===== src/core/aicsts_pkg.sv =====
// Shared constants for the analog input code and status block
package aicsts_pkg;
  localparam int CLK_HZ = 40_000_000;
  localparam int CH_MAX = 8;
  localparam int CODE_W = 14;
  localparam int RAW_W = 13;
  // Channel codes
  localparam logic [13:0] CODE_INVALID_LO = 14'h0000;
  localparam logic [13:0] CODE_MIN = 14'h0001;
  localparam logic [13:0] CODE_MID = 14'h1000;
  localparam logic [13:0] CODE_MAX = 14'h1FFF;
  localparam logic [13:0] CODE_INVALID_HI = 14'h2000;
  // Times in milliseconds
  localparam int T_HOLD_MS = 3000;
  localparam int T_UPD4_MS = 400;
  localparam int T_UPD8_MS = 710;
  localparam int T_OOR_MS = 220;
  localparam int T_BLINK_MS = 250;
  localparam int T_COMM_MS = 100;
  localparam int MS_CYC = CLK_HZ / 1000;
  // Register map (word index = byte address / 4)
  localparam logic [7:0] REG_CH0 = 8'h00;
  localparam logic [7:0] REG_STATUS = 8'h20;
  localparam logic [7:0] REG_MASK = 8'h24;
  localparam logic [7:0] REG_CTRL = 8'h28;
  localparam logic [7:0] REG_LIVE = 8'h2C;
  // Control fields
  localparam int CTRL_EIGHT = 0;
  localparam int CTRL_PLC_RUN = 1;
  localparam logic [1:0] CTRL_RST = 2'h3;
  // Status event bits
  localparam int EV_UPDATE = 0;
  localparam int EV_OOR = 1;
  localparam int EV_DIAG = 2;
  localparam int EV_READY = 3;
  localparam int EV_W = 4;
  localparam logic [3:0] MASK_RST = 4'h0;
  // Live state bits
  localparam int LV_HOLD = 0;
  localparam int LV_ACT = 1;
  localparam int LV_OVR = 2;
  localparam int LV_REF_BAD = 3;
  localparam int LV_DIAG_BAD = 4;
endpackage


===== src/core/aicsts_core.sv =====
// Channel code formation, power-up sequence, indicators and register port
// How it works
// - valid conversion gives code proportional to input, from 1 to 8191
// - codes 0 and 8192 only mark invalid data
// - zero volts or open input gives mid-scale code 4096
// - at power-up run diagnostics, clear latches, show zero on all words
// - hold zero about three seconds, then start scheduled conversion
// - four or eight channels, same behaviour otherwise
// - run/reset switch in reset keeps the device inactive
// - activity lamp steady while link works and controller runs
// - activity lamp blinks after a failed power-up reference test
// - with reference test passed, activity lamp off on diagnostic fail, controller stop, link loss
// - shared over-range lamp off when all in range, on otherwise
// - eight channels occupy eight consecutive words, word indices 0 to 7
// - pass every 400 or 710 ms, plus 220 ms per out-of-range channel
// - run-time diagnostic failure returns code zero
`timescale 1ns/1ps
module aicsts_core #(
  parameter int HOLD_CYC = aicsts_pkg::T_HOLD_MS * aicsts_pkg::MS_CYC,
  parameter int MS_TICK = aicsts_pkg::MS_CYC
) (
  // Clock, reset, enable
  input wire logic clk,
  input wire logic rst_b,
  input wire logic ce,
  // Run/reset switch pin (asynchronous)
  input wire logic run_sw,
  // Converter results per channel
  input wire logic [12:0] raw_code [8],
  input wire logic [7:0] raw_under,
  input wire logic [7:0] raw_over,
  // Diagnostics
  input wire logic ref_fail,
  input wire logic diag_fail,
  input wire logic diag_done,
  // Controller link activity, one-cycle pulse per good frame
  input wire logic link_ok,
  // Register port
  input wire logic [7:0] reg_addr,
  input wire logic [31:0] reg_wdata,
  input wire logic reg_wr,
  input wire logic reg_rd,
  output logic [31:0] reg_rdata,
  // Indicators and interrupt
  output logic active_led,
  output logic over_led,
  output logic irq
);
  typedef enum logic [1:0] {ST_HOLD, ST_RUN} aicsts_state_t;

  // Switch synchroniser: change taken when second and third stage agree
  logic [2:0] sw_sync_q;
  logic sw_run_q, sw_run_d;
  always_ff @(posedge clk) begin
    if (!rst_b) begin
      sw_sync_q <= 3'h0;
      sw_run_q <= 1'b0;
    end else if (ce) begin
      sw_sync_q <= {sw_sync_q[1:0], run_sw};
      sw_run_q <= sw_run_d;
    end
  end
  assign sw_run_d = (sw_sync_q[2] == sw_sync_q[1]) ? sw_sync_q[2] : sw_run_q;
  wire active_rst = !rst_b || !sw_run_q;

  // Registers
  logic [1:0] ctrl_q;
  logic [3:0] mask_q, status_q;
  logic [13:0] word_q [8];
  logic [7:0] oor_q;
  logic ref_bad_q, diag_bad_q;
  aicsts_state_t st_q;
  logic [31:0] hold_q, pass_q, ms_q, blink_q, comm_q;
  logic blink_ph_q, comm_ok_q;
  logic [31:0] rdata_q;

  function automatic logic [13:0] form_code(input logic [12:0] raw,
      input logic und, input logic ovr);
    if (ovr)
      form_code = aicsts_pkg::CODE_INVALID_HI;
    else if (und)
      form_code = aicsts_pkg::CODE_INVALID_LO;
    else if (raw == 13'h0000)
      form_code = aicsts_pkg::CODE_MIN;
    else
      form_code = {1'b0, raw};
  endfunction

  wire eight = ctrl_q[aicsts_pkg::CTRL_EIGHT];
  wire [7:0] ch_en = eight ? 8'hFF : 8'h0F;
  wire [7:0] oor_now = (raw_under | raw_over) & ch_en;
  logic [3:0] oor_cnt;
  always_comb begin
    oor_cnt = 4'h0;
    for (int i = 0; i < aicsts_pkg::CH_MAX; i++)
      oor_cnt = oor_cnt + {3'h0, oor_q[i]};
  end
  wire ms_tick = (ms_q == 32'(MS_TICK - 1));
  wire [31:0] base_ms = eight ? 32'(aicsts_pkg::T_UPD8_MS)
                              : 32'(aicsts_pkg::T_UPD4_MS);
  wire [31:0] pass_ms = base_ms
      + 32'(oor_cnt) * 32'(aicsts_pkg::T_OOR_MS);
  wire pass_done = (st_q == ST_RUN) && ms_tick
      && (pass_q >= pass_ms - 32'h1);
  wire hold_done = (st_q == ST_HOLD) && (hold_q == 32'(HOLD_CYC - 1))
      && diag_done;
  wire plc_run = ctrl_q[aicsts_pkg::CTRL_PLC_RUN];

  // Millisecond tick, free running once the sequence is released
  always_ff @(posedge clk) begin
    if (active_rst) begin
      ms_q <= 32'h0;
    end else if (ce) begin
      ms_q <= ms_tick ? 32'h0 : ms_q + 32'h1;
    end
  end

  // Power-up hold, then scheduled passes
  always_ff @(posedge clk) begin
    if (active_rst) begin
      st_q <= ST_HOLD;
      hold_q <= 32'h0;
    end else if (ce) begin
      unique case (st_q)
        ST_HOLD: begin
          if (hold_q != 32'(HOLD_CYC - 1))
            hold_q <= hold_q + 32'h1;
          if (hold_done)
            st_q <= ST_RUN;
        end
        ST_RUN: st_q <= ST_RUN;
        default: st_q <= ST_HOLD;
      endcase
    end
  end

  // Pass timer counts the milliseconds of the running pass
  always_ff @(posedge clk) begin
    if (active_rst) begin
      pass_q <= 32'h0;
    end else if (ce && st_q == ST_RUN && ms_tick) begin
      pass_q <= pass_done ? 32'h0 : pass_q + 32'h1;
    end
  end

  // Out-of-range set latched at a pass end sizes the next pass
  always_ff @(posedge clk) begin
    if (active_rst) begin
      oor_q <= 8'h0;
    end else if (ce && pass_done) begin
      oor_q <= oor_now;
    end
  end

  // Fault flags; the reference test only counts during the hold
  always_ff @(posedge clk) begin
    if (active_rst) begin
      ref_bad_q <= 1'b0;
      diag_bad_q <= 1'b0;
    end else if (ce) begin
      if (ref_fail && st_q == ST_HOLD)
        ref_bad_q <= 1'b1;
      if (diag_fail)
        diag_bad_q <= 1'b1;
    end
  end

  // Channel words change only at a pass end, so a poll never sees
  // a half-formed code
  wire [7:0] word_zero = {8{diag_bad_q || diag_fail}} | ~ch_en;
  logic [13:0] word_d [8];
  for (genvar g = 0; g < aicsts_pkg::CH_MAX; g++) begin : g_word
    assign word_d[g] = word_zero[g] ? aicsts_pkg::CODE_INVALID_LO
        : form_code(raw_code[g], raw_under[g], raw_over[g]);
  end
  always_ff @(posedge clk) begin
    if (active_rst) begin
      for (int i = 0; i < aicsts_pkg::CH_MAX; i++)
        word_q[i] <= aicsts_pkg::CODE_INVALID_LO;
    end else if (ce && pass_done) begin
      word_q <= word_d;
    end
  end

  // Link watchdog: every good frame restarts the timeout
  always_ff @(posedge clk) begin
    if (active_rst) begin
      comm_q <= 32'h0;
      comm_ok_q <= 1'b0;
    end else if (ce) begin
      if (link_ok) begin
        comm_q <= 32'h0;
        comm_ok_q <= 1'b1;
      end else if (ms_tick) begin
        if (comm_q == 32'(aicsts_pkg::T_COMM_MS - 1))
          comm_ok_q <= 1'b0;
        else
          comm_q <= comm_q + 32'h1;
      end
    end
  end

  // Blink phase for a failed reference test
  wire blink_end = (blink_q == 32'(aicsts_pkg::T_BLINK_MS - 1));
  always_ff @(posedge clk) begin
    if (active_rst) begin
      blink_q <= 32'h0;
      blink_ph_q <= 1'b0;
    end else if (ce && ms_tick) begin
      blink_q <= blink_end ? 32'h0 : blink_q + 32'h1;
      if (blink_end)
        blink_ph_q <= !blink_ph_q;
    end
  end

  // Indicators
  wire act_d = ref_bad_q ? blink_ph_q
      : (!diag_bad_q && plc_run && comm_ok_q
         && st_q == ST_RUN);
  wire ovr_d = |oor_q;
  always_ff @(posedge clk) begin
    if (active_rst) begin
      active_led <= 1'b0;
      over_led <= 1'b0;
    end else if (ce) begin
      active_led <= act_d;
      over_led <= ovr_d;
    end
  end

  // Register port: channel words at consecutive indices 0..7
  function automatic logic at_reg(input logic [7:0] addr,
      input logic [7:0] off);
    at_reg = (addr == off);
  endfunction
  // Events: pass done, pass with out-of-range, new fault, hold over
  wire [3:0] ev = {hold_done, diag_fail && !diag_bad_q,
                   pass_done && |oor_now, pass_done};
  wire rd_ch = reg_rd && reg_addr < aicsts_pkg::REG_STATUS
      && reg_addr[1:0] == 2'h0;
  wire [2:0] ch_idx = reg_addr[4:2];
  wire rd_status = reg_rd && at_reg(reg_addr, aicsts_pkg::REG_STATUS);
  wire wr_ctrl = reg_wr && at_reg(reg_addr, aicsts_pkg::REG_CTRL);
  wire wr_mask = reg_wr && at_reg(reg_addr, aicsts_pkg::REG_MASK);
  // A fault zeroes channel reads at once, not only at the next pass
  wire ch_zero = diag_bad_q || diag_fail;
  wire [4:0] live = {diag_bad_q, ref_bad_q, over_led, active_led,
                     st_q == ST_HOLD};
  logic [31:0] rd_mux;
  always_comb begin
    rd_mux = 32'h0;
    if (rd_ch)
      rd_mux = ch_zero ? 32'h0 : {18'h0, word_q[ch_idx]};
    else if (at_reg(reg_addr, aicsts_pkg::REG_STATUS))
      rd_mux = {28'h0, status_q};
    else if (at_reg(reg_addr, aicsts_pkg::REG_MASK))
      rd_mux = {28'h0, mask_q};
    else if (at_reg(reg_addr, aicsts_pkg::REG_CTRL))
      rd_mux = {30'h0, ctrl_q};
    else if (at_reg(reg_addr, aicsts_pkg::REG_LIVE))
      rd_mux = {27'h0, live};
  end
  always_ff @(posedge clk) begin
    if (!rst_b) begin
      ctrl_q <= aicsts_pkg::CTRL_RST;
    end else if (ce && wr_ctrl) begin
      ctrl_q <= reg_wdata[1:0];
    end
  end

  always_ff @(posedge clk) begin
    if (!rst_b) begin
      mask_q <= aicsts_pkg::MASK_RST;
    end else if (ce && wr_mask) begin
      mask_q <= reg_wdata[3:0];
    end
  end

  // Status: a set wins over the read-clear, so no event is lost
  always_ff @(posedge clk) begin
    if (!rst_b) begin
      status_q <= 4'h0;
    end else if (ce) begin
      status_q <= (rd_status ? 4'h0 : status_q)
          | (sw_run_q ? ev : 4'h0);
    end
  end

  // Read data stand for one cycle only
  always_ff @(posedge clk) begin
    if (!rst_b) begin
      rdata_q <= 32'h0;
    end else if (ce) begin
      rdata_q <= reg_rd ? rd_mux : 32'h0;
    end
  end
  assign reg_rdata = rdata_q;
  assign irq = |(status_q & mask_q);
endmodule


===== config.mk =====
export PLATFORM = sky130hd
export DESIGN_NAME = aicsts_core
export DESIGN_NICKNAME = d
export VERILOG_FILES = /design/src/core/aicsts_pkg.sv /design/src/core/aicsts_core.sv
export SDC_FILE = /design/constraint.sdc
export NUM_CORES = 1
export LEC_CHECK = 0
export BUFFER_PORTS_ARGS = -buffer_cell sky130_fd_sc_hd__buf_2
export CAP_MARGIN = 30
export CORE_MARGIN = 2
export CORE_UTILIZATION = 52
export DETAILED_ROUTE_END_ITERATION = 7
export MAX_ROUTING_LAYER = met4
export PLACE_DENSITY = 0.78
export SYNTH_ARGS = -nofsm -noshare
export SYNTH_HDL_FRONTEND = slang
export SYNTH_SLANG_ARGS = --single-unit

===== constraint.sdc =====
create_clock -name clk -period 7.6 [get_ports clk]
set_input_delay 0.76 -clock clk [delete_from_list [all_inputs] [get_ports clk]]
set_output_delay 0.76 -clock clk [all_outputs]
set_load 0.03 [all_outputs]

==> reports/results.ini, run 1 <==
[placement]
numPortBuffers=158
gp_congestion=0.9688
dpl.cell_count=2416
hpwl_um=31430

[worst_setup_path]
cp-end-kind=register
timing.rr.end=word_q[51]$_SDFFE_PP0P_
reg2regPathDepth=32
r2r_start=oor_q[0]$_SDFFE_PP0P_
startpoint=oor_q[0]$_SDFFE_PP0P_
crit_slowest_cell=fa_1
criticalPathCategory=register to register
required_ns=8.00
arrival_ns=7.73
rrSetupSlack_ns=0.27
cp_max_fo=6
crit_top_cell=fa_1
slowest_delay_ns=0.54
start_kind=register
cp-endpoint=word_q[51]$_SDFFE_PP0P_

[sta]
finalMaxSlewViolations=0
fin_skew_ns=0.02014
relSlewSlack_pct=29.94
setup_viol=0
hold_viol_final=0
timing.fmax_ghz=0.1363
fin_crit_ns=7.335
fin_crit_sh_pct=96.51
worstMarginPinSlew_ns=1.043

[clock_network]
htreeDepth=2
cts_buffers=36
clk_latency_ns=0.52
cts.clk_slew.worst_paths_ns=0.06
cts_tree=done
clock_path_buffers=3
clockRootBuffer=clkbuf_16
cts.sinks=315

[synthesis]
avgSynthCellArea_sq_um=8.548
yosysTopAreaCell=dfxtp_1
ys_top_cells_by_area=dfxtp_1 (38%), o211ai_1 (5.2%), nor2_1 (5.1%)
synth_warnings=0
ys.flop_type=dfxtp_1
synth_top_area_share_pct=38.32
ys_ff_latch=315
synth_cell_types=64
synth_edf_count=0
synthArstFlopShare_pct=0
synth_seq_area_share_pct=38.32
post_synth_instance_area_sq_um=16460
synthCells=1925

[final_layout]
stdcell_count=2506
ff_latch_area_sq_um=6310
final_util_pct=61.59
nFillCells=2619
drive_gt1_share_pct=16.65
fin_nets=2306
multi_input_area_sq_um=9646
syn2layout_area_growth_pct=17.49

[routing]
first_iter_violations=1261
post_drt_via_cell_ratio=6.061
drc_errors=0
drtPass1Iterations=5
wl_um=46170
post_drt_wl_per_cell_um=18.42
drt.antenna.violating_nets=0
vias=15190

[min_path]
hold_class=register to register

[power_and_ir_drop]
leakage_uw=0.006525
power_uw=3405
peakVddDrop_mv=0.1439
p_per_area_nw_per_um2=176.1

[die]
fp.dieW_um=181.9
num_rows=65
start_util_pct=52.42
ioPinCount=205
dieArea_sq_um=33080
die_h_um=181.9
core-area_sq_um=31390

[grt]
track_usage_pct=26.96
overflow=0
grt_max_degree=80
antenna_found_initial=6
grt_pass1_wl_um=71440
grt_pass1_vias=14370

[run_status]
status=complete, no violations

[run]
drv_cap=0

[placed cells by master (no fill, tap or decap), types with 7 or more instances in the layout]
master / synthesis / final
diode_2: 0 / 8
o21a_1: 7 / 7
nor2b_1: 7 / 7
clkbuf_16: 0 / 45
nand3_1: 67 / 65
o21ai_1: 0 / 26
clkbuf_1: 81 / 11
nor2_1: 225 / 224
nor3_1: 51 / 51
xor2_1: 63 / 62
buf_6: 0 / 9
ha_1: 52 / 47
and4_1: 13 / 13
conb_1: 1 / 18
and2_1: 14 / 13
nand4_1: 55 / 55
nor4_1: 64 / 61
inv_1: 61 / 57
or4_1: 10 / 10
buf_4: 22 / 19
buf_2: 7 / 158
dfxtp_1: 315 / 312
o211ai_1: 115 / 115
buf_12: 0 / 9
mux2i_1: 36 / 36
fa_1: 9 / 7
nand2_1: 200 / 200
nor4_2: 9 / 12
xnor2_1: 85 / 85
and3_1: 22 / 22
o21ai_0: 152 / 122
a21oi_1: 48 / 45
mux4_2: 30 / 30
or3_1: 20 / 20
[cells by family (layout without fill, tap and decap cells)]
| family | count (synthesis) | in the layout | synth area share, % |
|---|---|---|---|
| simple gates | 793 | 795 | 23.98 |
| fa+ha+maj | 61 | 61 | 5.049 |
| other cells | 1 | 26 | 0.02279 |
| xor+xnor | 148 | 148 | 7.877 |
| flops | 315 | 315 | 38.32 |
| mux | 68 | 68 | 6.433 |
| buf+inv | 179 | 331 | 4.638 |
| compound gates | 360 | 360 | 13.68 |
[layer usage]
| layer | part of all wire (%) | GRT usage, % |
|---|---|---|
| met4 | 3.8 | 9.516 |
| met3 | 8.2 | 4.613 |
| met2 | 48 | 44.61 |
| met1 | 40 | 33.35 |
| met5 | 0 | - |
[Yosys cell counts (4+ instances only)]
cell type / instances
or4_1: 10
or3_1: 20
nor2_1: 225
o21a_1: 7
buf_2: 7
o21ai_0: 152
and3_1: 22
nand3_1: 67
nor4_1: 64
nor3b_1: 4
inv_1: 61
ha_1: 52
nor2b_1: 7
a32o_1: 5
or2_2: 4
nand2_1: 200
a21oi_1: 48
xor2_1: 63
mux4_2: 30
nor3_1: 51
nor4b_1: 7
mux2i_1: 36
a211oi_1: 6
clkbuf_1: 81
a22oi_1: 4
dfxtp_1: 315
nand2b_1: 4
and4_1: 13
buf_4: 22
xnor2_1: 85
buf_1: 6
fa_1: 9
and2_1: 14
nand4_1: 55
nor4_2: 9
o211ai_1: 115
[flip-flops by register name, indices dropped and copies added (netlist names), 2 cells and up]
signal	cells
blink_q	32
comm_q	32
ctrl_q	2
hold_q	32
mask_q	4
ms_q	32
oor_q	8
pass_q	32
reg_rdata	14
status_q	4
sw_sync_q	3
word_q	112
[worst min path at each step]
stage | from | to | slack (ns) | depth (start not counted)
floorplan | status_q[3]$_SDFFE_PN0P_ | status_q[3]$_SDFFE_PN0P_ | 0.43 | 2
global placement | word_q[84]$_SDFFE_PP0P_ | word_q[84]$_SDFFE_PP0P_ | 0.44 | 2
detailed placement | oor_q[1]$_SDFFE_PP0P_ | oor_q[1]$_SDFFE_PP0P_ | 0.46 | 2
CTS | oor_q[1]$_SDFFE_PP0P_ | oor_q[1]$_SDFFE_PP0P_ | 0.47 | 2
global route | oor_q[1]$_SDFFE_PP0P_ | oor_q[1]$_SDFFE_PP0P_ | 0.49 | 2
finish | oor_q[1]$_SDFFE_PP0P_ | oor_q[1]$_SDFFE_PP0P_ | 0.46 | 2
[final cells by class]
cell class / instances / share of cell area, %
multi-input cells: 1450 / 49.89
inverters: 63 / 1.223
diodes: 8 / 0.1035
clock buffers: 50 / 5.087
clock inverters: 9 / 0.6213
well taps: 402 / 2.602
repair buffers: 209 / 7.837
flip-flops and latches: 315 / 32.64
[power by group]
group / switching [uW] / internal, uW
Clock: 675 / 972
Combinational: 64.9 / 40.6
Sequential: 0.467 / 1650
[critical path, delay by kind of cell (launching register included)]
| kind | cells | cell delay (ns) |
|---|---|---|
| fa+ha+maj | 10 | 3.87 |
| compound gates | 9 | 1.50 |
| simple gates | 4 | 0.50 |
| xor+xnor | 3 | 0.44 |
| buf+inv | 6 | 0.56 |
| flops | 1 | 0.33 |
[what timing repair did]
item | in CTS | in global routing
pin swaps | 1 | 18
hold buffers | 0 | 0
setup buffers | 1 | 7
cloned | 0 | 15
setup endpoints to repair | 112 | 154
gates resized for setup | 4 | 74
[stage by stage]
step                      setup WS (ns)  hold slack (ns)  cell area [sq um]  setup TNS [ns]
after floorplan                0.009637           0.4320              16530               0
after global placement          0.02869           0.4439              17580               0
after detailed placement       -0.08383           0.4595              17640          -3.889
after CTS                      0.004723           0.4677              18770               0
after global routing           -0.02269           0.4853              19330         -0.2963
final                            0.2650           0.4569              19330               0
Note: power is estimated with default switching activity, not from simulation.
==> run 2, diff against run 1 <==
BUFFER_PORTS_ARGS = not set   (was -buffer_cell sky130_fd_sc_hd__buf_2)
DONT_BUFFER_PORTS = 1   (was not set)
PLACE_DENSITY = 0.72   (was 0.78)
==> reports/results.ini, run 2 (same netlist as run 1, synthesis figures left out) <==
[run_status]
status=complete, no violations  ; unchanged

[final_layout]
fin_area_sq_um=18600  ; was 19,330 sq um
largest_register_ffs=112  ; unchanged
layout_common_cells=dfxtp_1 (314), nor2_1 (224), nand2_1 (199)  ; was dfxtp_1 (312), nor2_1 (224), nand2_1 (200)
final_common_cell=dfxtp_1  ; unchanged
syn2layout_area_growth_pct=13.00  ; was 17.49%
fin_nets=2138  ; was 2,306
drive_gt1_share_pct=10.60  ; was 16.65%
top_register=word_q  ; unchanged

[die]
start_util_pct=52.42  ; unchanged
dieArea_sq_um=33080  ; unchanged
fp.dieW_um=181.9  ; unchanged
die_h_um=181.9  ; unchanged
num_rows=65  ; unchanged
ioPinCount=205  ; unchanged
core-area_sq_um=31390  ; unchanged

[placement]
gp_congestion=0.9243  ; was 0.9688
hpwl_um=30800  ; was 31,430 um
numPortBuffers=0  ; was 158
placed_area_sq_um=16900  ; was 17,640 sq um

[clock_network]
cts.clk_slew.worst_paths_ns=0.06  ; about the same
cts_tree=done  ; unchanged
clockRootBuffer=clkbuf_16  ; unchanged
cts_buffers=36  ; unchanged
cts.sinks=315  ; unchanged
clk_latency_ns=0.54  ; was 0.52 ns
clock_path_buffers=3  ; unchanged
cts_hold_buf=0  ; unchanged
htreeDepth=2  ; unchanged

[run]
drv_cap=0  ; unchanged

[routing]
drc_errors=0  ; unchanged
drt.antenna.violating_nets=0  ; unchanged
first_iter_violations=1120  ; was 1,261
post_drt_wl_per_cell_um=18.78  ; was 18.42 um
post_drt_via_cell_ratio=6.069  ; was 6.061
wl_um=43910  ; was 46,170 um
vias=14190  ; was 15,190
drtPass1Iterations=5  ; unchanged

[worst_setup_path]
rrSetupSlack_ns=0.15  ; was 0.27 ns
slowest_delay_ns=0.57  ; was 0.54 ns
cp-end-kind=register  ; unchanged
criticalPathCategory=register to register  ; unchanged
crit_slowest_cell=fa_1  ; unchanged
arrival_ns=7.86  ; was 7.73 ns
required_ns=8.00  ; about the same
cpLargestDelayFamily=adder cells  ; unchanged
path_buf_inv=7  ; was 6
cp_max_fo=14  ; was 6
start_kind=register  ; unchanged

[grt]
grt_pass1_vias=13530  ; was 14,370
grt_max_degree=77  ; was 80
track_usage_pct=26.47  ; was 26.96%
overflow=0  ; unchanged
grt_pass1_wl_um=69370  ; was 71,440 um
antenna_found_initial=2  ; was 6

[sta]
fin_skew_ns=0.02011  ; was 0.02014 ns
worstMarginPinSlew_ns=0.9709  ; was 1.043 ns
setup_viol=0  ; unchanged
finalMaxSlewViolations=0  ; unchanged
fin_crit_sh_pct=98.08  ; was 96.51%
relSlewSlack_pct=35.05  ; was 29.94%
rsz0062_at_grt=true
hold_viol_final=0  ; unchanged
timing.fmax_ghz=0.1342  ; was 0.1363 GHz
fin_crit_ns=7.454  ; was 7.335 ns

[power_and_ir_drop]
leakage_uw=0.005885  ; was 0.006525 uW
power_uw=3425  ; was 3405 uW
p_per_area_nw_per_um2=184.2  ; was 176.1 nW/um^2
peakVddDrop_mv=0.1352  ; was 0.1439 mV

[min_path]
hold_class=primary input to register  ; was register to register

run 2: cell count changes in the layout (fill, tap and decap cells not counted), moves of 3 or more:
cell      previous run  this run
inv_1               57        53
o21ai_2              4        15
inv_2                4         8
diode_2              8         2
buf_6                9         4
buf_16               0         3
o21ai_0            122       110
nor4_2              12         9
buf_4               19        15
clkbuf_8             3        10
nor4_1              61        64
buf_2              158         0
run 2: worst paths after layout:
| path | startpoint | to | cells past startpoint |
|---|---|---|---|
| hold / removal | rst_b | ctrl_q[1]$_SDFFE_PN1P_ | 1 |
| hold reg to reg | sw_sync_q[2]$_SDFFE_PN0P_ | sw_run_q$_SDFFE_PN0P_ | 2 |
| setup / recovery | oor_q[3]$_SDFFE_PP0P_ | word_q[56]$_SDFFE_PP0P_ | 33 |
| setup reg to reg | oor_q[3]$_SDFFE_PP0P_ | word_q[56]$_SDFFE_PP0P_ | 33 |
run 2: power breakdown:
group / internal, uW / total [uW] / switching, uW
registers: 1650 / 1650 / 0.431
logic: 14.5 / 36.5 / 22.0
clock network: 1030 / 1740 / 707
run 2: what timing repair did:
item | in CTS | in global routing
setup buffers | 1 | 5
endpoints found under the setup margin | 139 | 154
gates resized for setup | 13 | 92
pin swaps | 2 | 32
cloned | 1 | 7
run 2: final cells by class:
type	instances	area (sq um)
diodes	2	5.005
clock buffers	56	1097
inverters	63	236.5
flip-flops and latches	315	6307
clock inverters	9	83.83
fillers	2715	12800
well taps	402	503.0
repair buffers	43	665.6
multi-input cells	1448	9697
run 2: metrics by stage:
stage / hold WS, ns / setup TNS, ns / util, % / cells / setup WS, ns
2_1_floorplan: 0.4320 / 0 / - / 1942 / 0.009637
3_3_place_gp: 0.4406 / 0 / 53.50 / 2253 / 0.05692
3_5_place_dp: 0.4504 / -13.12 / 53.82 / 2258 / -0.1594
4_1_cts: 0.2853 / 0 / 57.90 / 2325 / 0.004926
5_1_grt: 0.2966 / -9.484 / 59.23 / 2338 / -0.1571
6_report: 0.2972 / 0 / 59.23 / 2338 / 0.1458
run 2: routing by layer:
layer	track usage [%]	share of wire (%)	vias up	wire [um]
met5	-	0	-	0
met2	41.85	46	477	20340
met1	32.51	41	6756	18190
met3	6.137	7.9	110	3465
li1	-	-	6847	-
met4	11.42	4.4	0	1912
==> run 3, diff against run 2 <==
MAX_ROUTING_LAYER = not set   (was met4)
==> reports/results.ini, run 3 (same netlist as run 1, synthesis figures left out) <==
[grt]
grt_pass1_wl_um=69350  ; was 69,370 um
overflow=0  ; unchanged
track_usage_pct=25.69  ; was 26.47%
grt_pass1_vias=13530  ; about the same
antenna_found_initial=2  ; unchanged
grt_max_degree=77  ; unchanged

[power_and_ir_drop]
peakVddDrop_mv=0.1340  ; was 0.1352 mV
leakage_uw=0.005882  ; was 0.005885 uW
p_per_area_nw_per_um2=184.1  ; was 184.2 nW/um^2

[clock_network]
cts.clk_slew.worst_paths_ns=0.06  ; about the same
cts_buffers=36  ; unchanged
htreeDepth=2  ; unchanged
clockRootBuffer=clkbuf_16  ; unchanged
cts_tree=done  ; unchanged
cts.sinks=315  ; unchanged
clock_path_buffers=3  ; unchanged
clk_latency_ns=0.53  ; was 0.54 ns

[final_layout]
drive_gt1_share_pct=10.60  ; unchanged
fin_area_sq_um=18600  ; unchanged
top_register=word_q  ; unchanged
largest_register_ffs=112  ; unchanged
syn2layout_area_growth_pct=13.00  ; unchanged
layout_common_cells=dfxtp_1 (314), nor2_1 (224), nand2_1 (199)  ; unchanged
nFillCells=2715  ; unchanged
final_common_cell=dfxtp_1  ; unchanged
final_util_pct=59.23  ; unchanged
fin_nets=2138  ; unchanged

[sta]
hold_viol_final=0  ; unchanged
timing.fmax_ghz=0.1345  ; was 0.1342 GHz
worstMarginPinSlew_ns=0.9812  ; was 0.9709 ns
tns_ns=0  ; unchanged
fin_crit_sh_pct=97.80  ; was 98.08%
relSlewSlack_pct=34.36  ; was 35.05%
finalMaxSlewViolations=0  ; unchanged
hold_slack_ns=0.3001  ; was 0.2972 ns
fin_skew_ns=0.01835  ; was 0.02011 ns
setup_viol=0  ; unchanged
rsz0062_at_grt=true  ; unchanged
fin_crit_ns=7.433  ; was 7.454 ns

[worst_setup_path]
startpoint=oor_q[3]$_SDFFE_PP0P_  ; unchanged
cp.depth=33  ; unchanged
cp-endpoint=word_q[88]$_SDFFE_PP0P_  ; was word_q[56]$_SDFFE_PP0P_
path_buf_inv=7  ; unchanged
cp_max_fo=14  ; unchanged
required_ns=8.01  ; was 8.00 ns
cp-end-kind=register  ; unchanged
start_kind=register  ; unchanged
r2r_start=oor_q[3]$_SDFFE_PP0P_  ; unchanged
criticalPathCategory=register to register  ; unchanged
timing.rr.end=word_q[88]$_SDFFE_PP0P_  ; was word_q[56]$_SDFFE_PP0P_
cpLargestDelayFamily=adder cells  ; unchanged
crit_slowest_cell=fa_1  ; unchanged
reg2regPathDepth=33  ; unchanged
rrSetupSlack_ns=0.17  ; was 0.15 ns
arrival_ns=7.84  ; was 7.86 ns
slowest_delay_ns=0.57  ; about the same

[routing]
drc_errors=0  ; unchanged
drt.antenna.violating_nets=0  ; unchanged
post_drt_via_cell_ratio=6.073  ; was 6.069
wl_um=44040  ; was 43,910 um
post_drt_wl_per_cell_um=18.84  ; was 18.78 um
vias=14200  ; was 14,190
first_iter_violations=1077  ; was 1,120
drtPass1Iterations=5  ; unchanged

[placement]
placed_area_sq_um=16900  ; unchanged
hpwl_um=30800  ; unchanged
gp_congestion=0.9086  ; was 0.9243
numPortBuffers=0  ; unchanged

[die]
core-area_sq_um=31390  ; unchanged
fp.dieW_um=181.9  ; unchanged
ioPinCount=205  ; unchanged
dieArea_sq_um=33080  ; unchanged
start_util_pct=52.42  ; unchanged
num_rows=65  ; unchanged
die_h_um=181.9  ; unchanged

[min_path]
hold_class=primary input to register  ; unchanged

[run_status]
status=complete, no violations  ; unchanged

[run]
drv_cap=0  ; unchanged

-- run 3: worst min path at each step --
stage	start	end	slack, ns	cells past startpoint
3_5_place_dp	sw_sync_q[2]$_SDFFE_PN0P_	sw_run_q$_SDFFE_PN0P_	0.45	2
5_1_grt	rst_b	ctrl_q[0]$_SDFFE_PN1P_	0.30	1
4_1_cts	rst_b	ctrl_q[1]$_SDFFE_PN1P_	0.29	1
3_3_place_gp	sw_sync_q[2]$_SDFFE_PN0P_	sw_run_q$_SDFFE_PN0P_	0.44	2
6_report	rst_b	ctrl_q[1]$_SDFFE_PN1P_	0.30	1
2_1_floorplan	status_q[3]$_SDFFE_PN0P_	status_q[3]$_SDFFE_PN0P_	0.43	2
-- run 3: repair_timing --
item                       4_1_cts  5_1_grt
resized for setup               13       97
setup endpoints to repair      139      154
cloned                           1        7
pin swaps                        2       32
hold buffers                     0        0
buffers inserted                 1        5
-- run 3: metal layers --
layer / part of all wire, % / up-vias / global-route usage (%)
met3: 8.3 / 124 / 6.217
met5: 0 / - / 0
met1: 41 / 6720 / 32.54
met4: 4.7 / 0 / 11.39
li1: - / 6844 / -
met2: 46 / 511 / 41.76
-- run 3: metrics by stage --
stage	setup WS (ns)	total power [uW]	instances
2_1_floorplan	0.009637	1740	1942
3_3_place_gp	0.05692	1725	2253
3_5_place_dp	-0.1594	1725	2258
4_1_cts	0.004926	3446	2325
5_1_grt	-0.1418	3515	2337
6_report	0.1675	3423	2338
-- run 3: power by group --
part / total, uW / internal, uW / switching (uW)
combinational: 36.5 / 14.6 / 21.9
sequential: 1650 / 1650 / 0.438
clock: 1730 / 1030 / 704
total: 3420 / 2700 / 726
-- run 3: cell type report --
type / instances / area [sq um] / share of cell area [%]
tap: 402 / 503.0 / 2.705
clock buffer: 56 / 1097 / 5.901
sequential: 315 / 6307 / 33.92
timing repair buffer: 43 / 665.6 / 3.580
inverter: 63 / 236.5 / 1.272
antenna: 2 / 5.005 / 0.02691
multi-input combinational: 1448 / 9697 / 52.15
clock inverter: 9 / 83.83 / 0.4508
